### src/curmon_pkg.sv
// Purpose: constants for the output current level monitor
// Assumes: 50 MHz clock, current in units of 0.1 percent of rating
// Notes:   register map is word addressed over Avalon-MM
package curmon_pkg;
  localparam int unsigned CLK_HZ          = 50_000_000;
  localparam int unsigned TICK_MS         = 1;
  localparam int unsigned TICK_CYCLES     = CLK_HZ / 1000 * TICK_MS;
  localparam int unsigned HOLD_MS         = 100;
  // Current scale: 0.1 percent per count, 2000 = 200.0 percent
  localparam logic [11:0] LEVEL_MAX       = 12'h7d0;
  localparam logic [11:0] HI_LEVEL_RST    = 12'h5dc;
  localparam logic [11:0] ZERO_LEVEL_RST  = 12'h032;
  // Periods in milliseconds
  localparam logic [13:0] HI_PERIOD_MAX   = 14'h2710;
  localparam logic [13:0] HI_PERIOD_RST   = 14'h0000;
  localparam logic [13:0] ZERO_PERIOD_MIN = 14'h0032;
  localparam logic [13:0] ZERO_PERIOD_MAX = 14'h03e8;
  localparam logic [13:0] ZERO_PERIOD_RST = 14'h01f4;
  localparam logic [6:0]  HOLD_CNT        = 7'(HOLD_MS);
  // Word addresses
  localparam logic [2:0] A_HI_LEVEL   = 3'h0;
  localparam logic [2:0] A_HI_PERIOD  = 3'h1;
  localparam logic [2:0] A_ZERO_LEVEL = 3'h2;
  localparam logic [2:0] A_ZERO_PER   = 3'h3;
  localparam logic [2:0] A_TERM_SEL   = 3'h4;
  localparam logic [2:0] A_STATUS    = 3'h5;
  localparam logic [2:0] A_IRQ_EN    = 3'h6;
  localparam logic [2:0] A_IRQ_CLR   = 3'h7;
  // Terminal function select codes
  localparam logic [1:0] SEL_NONE = 2'h0;
  localparam logic [1:0] SEL_HIGH = 2'h1;
  localparam logic [1:0] SEL_ZERO = 2'h2;
  localparam logic [1:0] SEL_BOTH = 2'h3;
  localparam int unsigned NUM_TERM = 2;
  // Status bits
  localparam int unsigned ST_HI   = 0;
  localparam int unsigned ST_ZERO = 1;
endpackage

### src/curmon.sv
// Purpose: output current level monitor with high and zero current flags
// Assumes: current_pct sampled on clock; run and tuning are sync levels
// Notes:   one relay terminal and one open collector terminal
//
// Function
// - High flag asserts after current stays above level longer than period.
// - High level accepts 0 to 200.0 percent, defaults 150 percent.
// - High period accepts 0 to 10 s, defaults 0.
// - High flag holds at least about 100 ms once asserted, unless run and tuning both drop.
// - Both detectors keep working during offline auto tuning.
// - Zero flag asserts after current stays below level longer than period.
// - Zero level accepts 0 to 200.0 percent, defaults 5.0 percent.
// - Zero period accepts 0.05 to 1 s, defaults 0.5 s.
// - Short dip below zero level still pulses the zero flag 100 ms, unless run and tuning both drop.
// - Flags are routed to terminals by the function select setting.
`timescale 1ns/100ps
module curmon
  import curmon_pkg::*;
(
  input  wire logic        clock,
  input  wire logic        arst_n,
  input  wire logic [11:0] current_pct,
  input  wire logic        drive_running,
  input  wire logic        auto_tuning,
  input  wire logic [2:0]  address,
  input  wire logic        read,
  input  wire logic        write,
  input  wire logic [31:0] writedata,
  output logic [31:0]      readdata,
  output logic             waitrequest,
  output logic             high_current_flag,
  output logic             zero_current_flag,
  output logic [1:0]       terminal_out,
  output logic             irq
);
  import curmon_pkg::*;

  // ----------------------------------------------------------------
  // Registers
  // ----------------------------------------------------------------
  logic [11:0] high_current_level;
  logic [13:0] high_current_period;
  logic [11:0] zero_current_level;
  logic [13:0] zero_current_period;
  logic [3:0]  relay_terminal_function_select;
  logic [1:0]  status_r;
  logic [1:0]  irq_en_r;
  logic        ack_r;
  logic [11:0] cur_r;
  logic        active;
  logic        run_r;
  logic        tune_r;

  function automatic logic [11:0] clip_level(input logic [31:0] d);
    clip_level = (d[31:12] != 20'h0 || d[11:0] > LEVEL_MAX) ?
                 LEVEL_MAX : d[11:0];
  endfunction

  function automatic logic [13:0] clip_per(input logic [31:0] d,
                                           input logic [13:0] lo,
                                           input logic [13:0] hi);
    if (d[31:14] != 18'h0 || d[13:0] > hi)
      clip_per = hi;
    else if (d[13:0] < lo)
      clip_per = lo;
    else
      clip_per = d[13:0];
  endfunction

  // One wait state; waitrequest is the flop so the bus sees no glitch
  always_ff @(posedge clock or negedge arst_n) begin
    if (!arst_n)
      waitrequest <= 1'b1;
    else
      waitrequest <= !((read || write) && waitrequest);
  end
  assign ack_r = !waitrequest;

  always_ff @(posedge clock or negedge arst_n) begin
    if (!arst_n) begin
      high_current_level             <= HI_LEVEL_RST;
      high_current_period            <= HI_PERIOD_RST;
      zero_current_level             <= ZERO_LEVEL_RST;
      zero_current_period            <= ZERO_PERIOD_RST;
      relay_terminal_function_select <= {SEL_ZERO, SEL_HIGH};
      irq_en_r                       <= 2'h0;
    end else if (write && ack_r) begin
      unique case (address)
        A_HI_LEVEL:   high_current_level  <= clip_level(writedata);
        A_HI_PERIOD:  high_current_period <=
                        clip_per(writedata, 14'h0, HI_PERIOD_MAX);
        A_ZERO_LEVEL: zero_current_level  <= clip_level(writedata);
        A_ZERO_PER:   zero_current_period <=
                        clip_per(writedata, ZERO_PERIOD_MIN, ZERO_PERIOD_MAX);
        A_TERM_SEL:   relay_terminal_function_select <= writedata[3:0];
        A_IRQ_EN:     irq_en_r <= writedata[1:0];
        default: ;
      endcase
    end
  end

  always_ff @(posedge clock or negedge arst_n) begin
    if (!arst_n)
      readdata <= 32'h0;
    else if (read && !ack_r) begin
      unique case (address)
        A_HI_LEVEL:   readdata <= {20'h0, high_current_level};
        A_HI_PERIOD:  readdata <= {18'h0, high_current_period};
        A_ZERO_LEVEL: readdata <= {20'h0, zero_current_level};
        A_ZERO_PER:   readdata <= {18'h0, zero_current_period};
        A_TERM_SEL:   readdata <= {28'h0, relay_terminal_function_select};
        A_STATUS:     readdata <= {28'h0, zero_current_flag,
                                   high_current_flag, status_r};
        A_IRQ_EN:     readdata <= {30'h0, irq_en_r};
        default:      readdata <= 32'h0;
      endcase
    end
  end

  // ----------------------------------------------------------------
  // Millisecond tick
  // ----------------------------------------------------------------
  // free running tick
  logic [15:0] tick_cnt;
  logic        tick;
  always_ff @(posedge clock or negedge arst_n) begin
    if (!arst_n) begin
      tick_cnt <= 16'h0;
      tick     <= 1'b0;
    end else begin
      tick     <= (tick_cnt == 16'(TICK_CYCLES - 1));
      tick_cnt <= (tick_cnt == 16'(TICK_CYCLES - 1)) ? 16'h0 :
                  tick_cnt + 16'h1;
    end
  end

  always_ff @(posedge clock or negedge arst_n) begin
    if (!arst_n) begin
      cur_r  <= 12'h0;
      run_r  <= 1'b0;
      tune_r <= 1'b0;
    end else begin
      cur_r  <= current_pct;
      run_r  <= drive_running;
      tune_r <= auto_tuning;
    end
  end

  // tuning counts as active; run state sampled with the current
  assign active = run_r || tune_r;

  // ----------------------------------------------------------------
  // High current detector
  // ----------------------------------------------------------------
  logic        hi_cond;
  logic [13:0] hi_tmr;
  logic [6:0]  hi_hold;
  assign hi_cond = active && (cur_r >= high_current_level);

  always_ff @(posedge clock or negedge arst_n) begin
    if (!arst_n)
      hi_tmr <= 14'h0;
    else if (!hi_cond)
      hi_tmr <= 14'h0;
    else if (tick && hi_tmr < high_current_period)
      hi_tmr <= hi_tmr + 14'h1;
  end

  always_ff @(posedge clock or negedge arst_n) begin
    if (!arst_n) begin
      high_current_flag <= 1'b0;
      hi_hold           <= 7'h0;
    end else if (!active) begin
      high_current_flag <= 1'b0;
      hi_hold           <= 7'h0;
    end else if (hi_cond && hi_tmr >= high_current_period) begin
      high_current_flag <= 1'b1;
      hi_hold           <= HOLD_CNT;
    end else if (hi_hold != 7'h0) begin
      if (tick)
        hi_hold <= hi_hold - 7'h1;
    end else
      high_current_flag <= 1'b0;
  end

  // ----------------------------------------------------------------
  // Zero current detector
  // ----------------------------------------------------------------
  logic        z_cond;
  logic        z_cond_d;
  logic [13:0] z_tmr;
  logic [6:0]  z_hold;
  assign z_cond = active && (cur_r <= zero_current_level);

  always_ff @(posedge clock or negedge arst_n) begin
    if (!arst_n)
      z_tmr <= 14'h0;
    else if (!z_cond)
      z_tmr <= 14'h0;
    else if (tick && z_tmr < zero_current_period)
      z_tmr <= z_tmr + 14'h1;
  end

  always_ff @(posedge clock or negedge arst_n) begin
    if (!arst_n)
      z_cond_d <= 1'b0;
    else
      z_cond_d <= z_cond;
  end

  // a dip that ends early still gives a 100 ms pulse
  always_ff @(posedge clock or negedge arst_n) begin
    if (!arst_n) begin
      zero_current_flag <= 1'b0;
      z_hold            <= 7'h0;
    end else if (!active) begin
      zero_current_flag <= 1'b0;
      z_hold            <= 7'h0;
    end else if (z_cond && z_tmr >= zero_current_period) begin
      zero_current_flag <= 1'b1;
      z_hold            <= HOLD_CNT;
    end else if (z_cond_d && !z_cond && !zero_current_flag) begin
      zero_current_flag <= 1'b1;
      z_hold            <= HOLD_CNT;
    end else if (z_hold != 7'h0) begin
      if (tick)
        z_hold <= z_hold - 7'h1;
    end else
      zero_current_flag <= 1'b0;
  end

  // ----------------------------------------------------------------
  // Terminal routing and interrupts
  // ----------------------------------------------------------------
  function automatic logic route(input logic [1:0] sel,
                                 input logic h, input logic z);
    unique case (sel)
      SEL_NONE: route = 1'b0;
      SEL_HIGH: route = h;
      SEL_ZERO: route = z;
      SEL_BOTH: route = h | z;
    endcase
  endfunction

  always_ff @(posedge clock or negedge arst_n) begin
    if (!arst_n)
      terminal_out <= 2'h0;
    else
      for (int i = 0; i < NUM_TERM; i++)
        terminal_out[i] <= route(relay_terminal_function_select[2*i +: 2],
                                 high_current_flag, zero_current_flag);
  end

  logic [1:0] rise;
  logic       hf_d;
  logic       zf_d;
  always_ff @(posedge clock or negedge arst_n) begin
    if (!arst_n) begin
      hf_d <= 1'b0;
      zf_d <= 1'b0;
    end else begin
      hf_d <= high_current_flag;
      zf_d <= zero_current_flag;
    end
  end
  assign rise = {zero_current_flag & !zf_d, high_current_flag & !hf_d};

  // Set wins over a clear in the same cycle
  always_ff @(posedge clock or negedge arst_n) begin
    if (!arst_n)
      status_r <= 2'h0;
    else if (write && ack_r && address == A_IRQ_CLR)
      status_r <= (status_r & ~writedata[1:0]) | rise;
    else
      status_r <= status_r | rise;
  end

  always_ff @(posedge clock or negedge arst_n) begin
    if (!arst_n)
      irq <= 1'b0;
    else
      irq <= |(status_r & irq_en_r);
  end
endmodule // curmon

### config.mk
export PLATFORM = sky130hd
export DESIGN_NAME = curmon
export DESIGN_NICKNAME = d
export VERILOG_FILES = /design/src/curmon_pkg.sv /design/src/curmon.sv
export SDC_FILE = /design/constraint.sdc
export NUM_CORES = 1
export LEC_CHECK = 0
export ABC_AREA = 1
export BUFFER_PORTS_ARGS = -buffer_cell sky130_fd_sc_hd__buf_4
export CORE_ASPECT_RATIO = 1.25
export CORE_MARGIN = 2
export CORE_UTILIZATION = 56
export DETAILED_ROUTE_END_ITERATION = 16
export PLACE_DENSITY = 0.76
export SLEW_MARGIN = 0
export SYNTH_ARGS = -nofsm -noshare
export SYNTH_HDL_FRONTEND = slang
export SYNTH_SLANG_ARGS = --single-unit
### constraint.sdc
create_clock -name clock -period 2.35 [get_ports clock]
set_clock_uncertainty 0.15 [all_clocks]
set_input_delay 0.235 -clock clock [delete_from_list [all_inputs] [get_ports clock]]
set_output_delay 0.235 -clock clock [all_outputs]
set_load 0.03 [all_outputs]
==> results of run 1 <==
-- kinds of logic after synthesis --
logic type,share of synthesized area (%)
flip-flops,43.6
other,0.0416
buffers and inverters,9.68
adder cells (fa/ha/maj),8.20
AND/OR/NAND/NOR,24.7
AO/OA/AOI/OAI,11.3
XOR/XNOR,2.43
-- tightest hold or removal path, delay by kind of cell --
kind / cells / cell delay [ns]
buf+inv: 1 / 0.15
simple gates: 1 / 0.08
compound gates: 1 / 0.08
-- sequential cells by signal, indices dropped and copies added (netlist names), 2 cells and up --
name and cells:
z_tmr 14, high_current_period 14, irq_en_r 2, hi_hold 7, zero_current_period 14, cur_r 12, status_r 2, zero_current_level 12
tick_cnt 16, z_hold 7, hi_tmr 14, terminal_out 2, readdata 14, relay_terminal_function_select 4, high_current_level 12
-- report_power, final --
part,leakage [uW],switching (uW),internal [uW]
sequential,0.00195,218,3120
combinational,0.00306,1300,786
clock,0.000289,1120,1760
-- placed cells by master (no fill, tap or decap), types with 4 or more instances in the layout --
cell	count
nand3b_1	5
nand3_4	6
conb_1	18
nand3_1	53
clkinvlp_4	5
nand4_1	29
nand2_2	8
o21ai_1	24
xor2_1	20
nand3_2	4
nand2_1	201
dfstp_2	19
inv_1	141
dfrtp_1	137
nor2_2	10
a21oi_2	4
dlygate4sd3_1	26
or2_1	4
ha_1	58
xnor2_1	5
inv_2	16
nor3b_1	4
nor4_1	5
nor3_1	20
o21ai_0	55
o22ai_1	32
buf_4	110
a21oi_1	40
nor2_1	113
clkbuf_16	17
nor2_4	4
-- metal layers --
metal | share of wire, % | global-route usage, % | vias to the layer above
li1 | - | - | 3879
met1 | 41 | 33.6 | 3742
met2 | 49 | 46.1 | 266
met3 | 5.7 | 5.21 | 55
met4 | 4.1 | 14.7 | 0
met5 | 0 | 0 | -
-- metrics by stage --
step                worst slack, ns  instances  cell area, um2
floorplan                     0.327       1116            9070
global placement             0.0875       1393            9870
detailed placement           0.0516       1393            9870
CTS                          0.0151       1451           10700
global route               -0.00711       1462           11000
finish                        0.120       1462           11000
-- layout make-up --
| type | instances | area, um2 |
|---|---|---|
| Clock buffer | 22 | 474 |
| Clock inverter | 10 | 139 |
| Fill cell | 1214 | 4680 |
| Inverter | 161 | 618 |
| Multi-Input combinational cell | 761 | 4390 |
| Sequential cell | 156 | 3930 |
| Tap cell | 212 | 265 |
| Timing Repair Buffer | 139 | 1140 |
| Timing Repair inverter | 1 | 5.00 |
-- what timing repair did --
action / in CTS / in global routing
buffers inserted: 0 / 10
endpoints found under the hold margin: 95 / 0
setup endpoints to repair: 1 / 33
hold buffers: 26 / 0
resized for setup: 1 / 31
pin swaps: 0 / 6
cloned: 0 / 1
-- how the worst max path moves through the flow --
| stage | depth (start not counted) | from | end | slack, ns |
|---|---|---|---|---|
| 2_1_floorplan | 12 | zero_current_period[7]$_DFFE_PN1P_ | z_tmr[7]$_DFFE_PN0P_ | 0.33 |
| 3_3_place_gp | 11 | high_current_level[10]$_DFFE_PN1P_ | hi_tmr[6]$_DFFE_PN0P_ | 0.09 |
| 3_5_place_dp | 10 | high_current_level[10]$_DFFE_PN1P_ | hi_hold[4]$_DFFE_PN0P_ | 0.05 |
| 4_1_cts | 11 | high_current_level[7]$_DFFE_PN1P_ | hi_tmr[6]$_DFFE_PN0P_ | 0.02 |
| 5_1_grt | 13 | high_current_level[7]$_DFFE_PN1P_ | hi_tmr[6]$_DFFE_PN0P_ | -0.007 |
| 6_report | 13 | high_current_level[7]$_DFFE_PN1P_ | hi_tmr[0]$_DFFE_PN0P_ | 0.12 |
==> results.sh, run 1 <==
export IMPL_vias_per_cell=5.43
export IMPL_final_core_util_pct=70.1
export IMPL_critPathMaxStageDelay_ns=0.53
export IMPL_cellLeakagePower_uw=0.00530
export IMPL_hp_class="primary input to register"
export IMPL_synth_warnings=0
export IMPL_path_delay_family="simple AND/OR/NAND/NOR gates"
export IMPL_path_cells="inv_1, ha_1, nand2_1, nor2_2, and2_1, nand2_1, nand4_1, buf_4, nand2_2, inv_4, buf_4, nand3_1, o21ai_0"
export IMPL_synth_ff_type="dfrtp_1"
export IMPL_syn_inst=1099
export IMPL_yosys_area_top_type="dfrtp_1"
export IMPL_dpl_hpwl_mm=16.7
export IMPL_ys_ff_latch=156
export IMPL_worst_path_buf_inv=4
export IMPL_reg2reg_from="high_current_level[7]$_DFFE_PN1P_"
export IMPL_num_rows=51
export IMPL_r2r_cells=13
export IMPL_start_util_pct=57.6
export IMPL_avgSynthCellArea_um2=8.19
export IMPL_r2r_end="hi_tmr[0]$_DFFE_PN0P_"
export IMPL_cts_tree="built"
export IMPL_dieWidth_um=117
export IMPL_wl_per_cell_um=15.8
export IMPL_drc=0
export IMPL_grt_overflow=0
export IMPL_antenna_left=0
export IMPL_nets=1349
export IMPL_n_antenna_cell=0
export IMPL_area_growth_pct=21.7
export IMPL_cts_buffer_depth=2
export IMPL_final_max_slew_viol_count=0
export IMPL_yosysTopAreaCellShare_pct=38.1
export IMPL_criticalPathCategory="register to register"
export IMPL_drive_gt1_share_pct=18.6
export IMPL_cts_buffers=17
export IMPL_grt_max_degree=55
export IMPL_path_clk_slew_ns=0.06
export IMPL_min_delay_start="writedata[7]"
export IMPL_holdPathEnd="high_current_period[7]$_DFFE_PN0P_"
export IMPL_die_h_um=146
export IMPL_cts_root_buf="clkbuf_16"
export IMPL_min_period_over_period_pct=94.9
export IMPL_yosysMostFrequentCell="nand2_1"
export IMPL_core_area_mm2=0.0156
export IMPL_synth_distinct_cells=53
export IMPL_dieArea_mm2=0.0171
export IMPL_grt_pass1_wl_mm=37.3
export IMPL_whs_ns=0.0200
export IMPL_routed_via_count=7942
export IMPL_numClockSinks=156
export IMPL_grt_pass1_vias=7681
export IMPL_drt_pass1_iter_count=7
export IMPL_place_gp_congestion=0.903
export IMPL_num_io_pins=91
export IMPL_ys_top_cells_by_count="nand2_1 (204), inv_1 (143), dfrtp_1 (137)"
export IMPL_port_buffers=72
export IMPL_async_flop_share_pct=100
export IMPL_synth_area_leaders="dfrtp_1 (38%), nand2_1 (8.5%), ha_1 (8.2%), inv_1 (6.0%), dfstp_2 (5.5%)"
export IMPL_power_uw=8290
export IMPL_rrSetupSlack_ns=0.12
export IMPL_finalSetupViolCount=0
export IMPL_finalSetupTns_ns=0
export IMPL_cellPowerDensity_mw_per_mm2=757
export IMPL_critical_path_slowest_cell="dfstp_2"
export IMPL_cts_htree_levels=4
export IMPL_arrival_ns=2.39
export IMPL_synth_edf_count=0
export IMPL_drtIter0Drc=556
export IMPL_clock_latency_ns=0.43
export IMPL_ir_drop_mv=0.539
export IMPL_antenna_found_initial=0
export IMPL_finalHoldViolCount=0
export IMPL_yosysSeqAreaShare_pct=43.6
export IMPL_cp_start_kind="register"
export IMPL_outcome="finished, final reports clean"
export IMPL_routed_wl_mm=23.1
export IMPL_max_freq_mhz=448
export IMPL_critPathMaxFanout=7
export IMPL_cap_violations=0
export IMPL_min_period_ns=2.23
export IMPL_endpoint_kind="register"
export IMPL_synthesis_area_mm2=0.00900
export IMPL_track_usage_pct=27.5
export IMPL_cp_required_ns=2.51
export IMPL_hold_depth=3
Power figures use the tool's default switching activity.
==> run 2, diff against run 1 <==
--- a/config.mk
+++ b/config.mk
@@ -5,13 +5,12 @@
 export SDC_FILE = /design/constraint.sdc
 export NUM_CORES = 1
 export LEC_CHECK = 0
-export ABC_AREA = 1
 export BUFFER_PORTS_ARGS = -buffer_cell sky130_fd_sc_hd__buf_4
 export CORE_ASPECT_RATIO = 1.25
 export CORE_MARGIN = 2
 export CORE_UTILIZATION = 56
 export DETAILED_ROUTE_END_ITERATION = 16
-export PLACE_DENSITY = 0.76
+export PLACE_DENSITY = 0.77
 export SLEW_MARGIN = 0
 export SYNTH_ARGS = -nofsm -noshare
 export SYNTH_HDL_FRONTEND = slang
==> run 2 against run 1 <==
Against the previous run:
- the run now ends with setup timing left
- final area up 4.3%
- setup slack worse by 0.27 ns
- largest cell class unchanged
- flip-flop and latch count unchanged
- combinational power shrank 29%
- global-route usage increased by 1.9 points
- critical endpoint is now hi_tmr[7]$_DFFE_PN0P_
==> results.sh, run 2 <==
export IMPL_ys_top_cells_by_count="dfrtp_1 (137), inv_1 (75), nor2_1 (73)"
export IMPL_yosysSeqAreaShare_pct=46.2
export IMPL_ir_drop_mv=0.466
export IMPL_cap_violations=0
export IMPL_slew_headroom_pct=52.6
export IMPL_numClockSinks=156
export IMPL_n_antenna_cell=0
export IMPL_syn_inst=852
export IMPL_min_period_ns=2.50
export IMPL_synth_warnings=0
export IMPL_violations="setup timing"
export IMPL_grt_overflow=0
export IMPL_path_cells="inv_2, ha_4, nor2b_4, o211ai_4, a21oi_4, buf_6, nand4b_1, buf_4, or4_1, a21oi_1"
export IMPL_ys_ff_latch=156
export IMPL_antenna_found_initial=0
export IMPL_nets=1161
export IMPL_yosysTopAreaCellShare_pct=40.4
export IMPL_final_common_cell="buf_4"
export IMPL_path_delay_family="simple AND/OR/NAND/NOR gates"
export IMPL_grt_pass1_wl_mm=36.7
export IMPL_critical_path_slowest_cell="or4_1"
export IMPL_routed_wl_mm=23.9
export IMPL_die_h_um=142
export IMPL_grt_pass1_vias=7374
export IMPL_worst_path_buf_inv=3
export IMPL_async_flop_share_pct=100
export IMPL_synth_edf_count=0
export IMPL_whs_ns=0.0317
export IMPL_drive_gt1_share_pct=32.2
export IMPL_clock_latency_ns=0.43
export IMPL_rrSetupSlack_ns=-0.15
export IMPL_dpl_hpwl_mm=15.9
export IMPL_avgSynthCellArea_um2=9.97
export IMPL_routed_via_count=7434
export IMPL_num_io_pins=91
export IMPL_met2_usage_pct=48.3
export IMPL_hold_depth=3
export IMPL_r2r_cells=10
export IMPL_yosys_area_top_type="dfrtp_1"
export IMPL_largest_reg_flops=16
export IMPL_worst_slew_pin_slew_ns=0.709
export IMPL_antenna_left=0
export IMPL_regMostFlops="tick_cnt"
export IMPL_cp_depth=10
export IMPL_arrival_ns=2.70
export IMPL_drc=0
export IMPL_track_usage_pct=29.3
export IMPL_holdPathEnd="high_current_period[13]$_DFFE_PN0P_"
export IMPL_cts_root_buf="clkbuf_16"
export IMPL_cts_buffers=17
export IMPL_cts_buffer_depth=2
export IMPL_cp_start_kind="register"
export IMPL_synthesis_area_mm2=0.00849
export IMPL_cellPowerDensity_mw_per_mm2=670
export IMPL_r2r_end="hi_tmr[7]$_DFFE_PN0P_"
export IMPL_place_gp_congestion=0.861
export IMPL_stdcell_area_mm2=0.0114
export IMPL_yosysMostFrequentCell="dfrtp_1"
export IMPL_start_util_pct=57.1
export IMPL_criticalPathCategory="register to register"
export IMPL_min_period_over_period_pct=106
export IMPL_cts_htree_levels=4
export IMPL_wl_per_cell_um=19.2
export IMPL_cellLeakagePower_uw=0.00524
export IMPL_core_area_mm2=0.0149
export IMPL_finalSetupTns_ns=-0.978
export IMPL_area_growth_pct=34.5
export IMPL_cp_required_ns=2.55
export IMPL_cts_tree="built"
export IMPL_reg2reg_from="high_current_period[1]$_DFFE_PN0P_"
export IMPL_drt_pass1_iter_count=6
export IMPL_synth_ff_type="dfrtp_1"
export IMPL_dp_slack_ns=-0.137
export IMPL_critPathMaxStageDelay_ns=0.40
export IMPL_final_core_util_pct=76.8
export IMPL_dieWidth_um=114
export IMPL_path_clk_slew_ns=0.06
export IMPL_final_cell_mix="buf_4 (170), dfrtp_1 (137), nor2_1 (71)"
export IMPL_outcome="finished with violations"
export IMPL_dieArea_mm2=0.0162
export IMPL_grt_max_degree=60
export IMPL_grtUsageMet3_pct=6.02
export IMPL_critPathMaxFanout=3
export IMPL_finalSetupViolCount=16
export IMPL_synth_area_leaders="dfrtp_1 (40%), ha_1 (8.7%), dfstp_2 (5.9%), inv_1 (3.3%), nor2_1 (3.2%)"
export IMPL_rsz0062_at_grt="true"
export IMPL_fin_ws_ns=-0.148
export IMPL_endpoint_kind="register"
export IMPL_drtIter0Drc=545
export IMPL_postPlaceCellArea_mm2=0.00984
export IMPL_grt_busiest_layer="met2"
export IMPL_max_freq_mhz=400
export IMPL_hp_class="primary input to register"
export IMPL_gr_usage_met1_pct=36.8
export IMPL_synth_distinct_cells=62
export IMPL_num_rows=50
export IMPL_vias_per_cell=5.98
export IMPL_min_delay_start="writedata[13]"
export IMPL_finalHoldViolCount=0
export IMPL_final_max_slew_viol_count=0
export IMPL_port_buffers=72
==> run 2: cell types whose count changed in the layout (fill, tap and decap cells not counted), moves of 16 or more <==
cell,before,now
nand3_1,53,25
inv_1,141,66
buf_4,110,170
o22ai_1,32,2
nor2_1,113,71
a21oi_1,40,24
o21ai_0,55,23
o21ai_1,24,7
xnor2_1,5,28
a22o_1,1,21
nand2_1,201,60
==> run 2: power breakdown <==
group	internal, uW	switching, uW
logic	626	840
registers	2950	176
clock network	1920	1140
==> run 2: cell type report <==
type,count,area [um2]
multi-input combinational,593,4680
tap,182,228
sequential,156,3930
timing repair buffer,206,1660
fill,934,3460
inverter,75,282
clock inverter,14,218
clock buffer,18,439
==> run 2: worst min-delay path, cell delays in order <==
cell and delay (ns):
buf_4 0.10, nor2_1 0.08, o21ai_0 0.15
==> run 2: cells by family after synthesis <==
| group | share of synthesized area (%) |
|---|---|
| AOI/OAI and AO/OA | 13.3 |
| buffers and inverters | 6.14 |
| muxes | 4.24 |
| other | 0.0441 |
| DFF | 46.2 |
| xor gates and xnor gates | 4.02 |
| and+or+nand+nor | 17.3 |
| adders and majority gates | 8.69 |
==> run 2: through the flow <==
stage / power [uW] / std cells
after CTS: 7560 / 1233
final: 7650 / 1244
after global placement: 4380 / 1165
after detailed placement: 4430 / 1165
after global routing: 7940 / 1244
after floorplan: 3900 / 869
==> run 2: routing by layer <==
| layer | share of wire (%) | vias up |
|---|---|---|
| li1 | - | 3408 |
| met1 | 39 | 3610 |
| met2 | 50 | 338 |
| met3 | 6.2 | 78 |
| met4 | 4.6 | 0 |
| met5 | 0 | - |
==> run 2: what timing repair did <==
item | 4_1_cts | 5_1_grt
resized for setup | 30 | 74
endpoints found under the setup margin | 25 | 55
setup buffers | 9 | 10
hold endpoints to repair | 86 | 0
cloned | 0 | 1
hold buffers | 27 | 0
pin swaps | 25 | 33
==> run 2: how the worst max path moves through the flow <==
stage                                   to                               start  slack (ns)
floorplan            hi_tmr[8]$_DFFE_PN0P_               hi_tmr[1]$_DFFE_PN0P_       -0.14
global placement    hi_tmr[11]$_DFFE_PN0P_              hi_tmr[11]$_DFFE_PN0P_       -0.08
detailed placement  hi_tmr[11]$_DFFE_PN0P_              hi_tmr[11]$_DFFE_PN0P_       -0.14
CTS                  hi_tmr[8]$_DFFE_PN0P_               hi_tmr[9]$_DFFE_PN0P_       -0.09
global route        hi_tmr[11]$_DFFE_PN0P_  high_current_period[1]$_DFFE_PN0P_       -0.19
finish               hi_tmr[7]$_DFFE_PN0P_  high_current_period[1]$_DFFE_PN0P_       -0.15
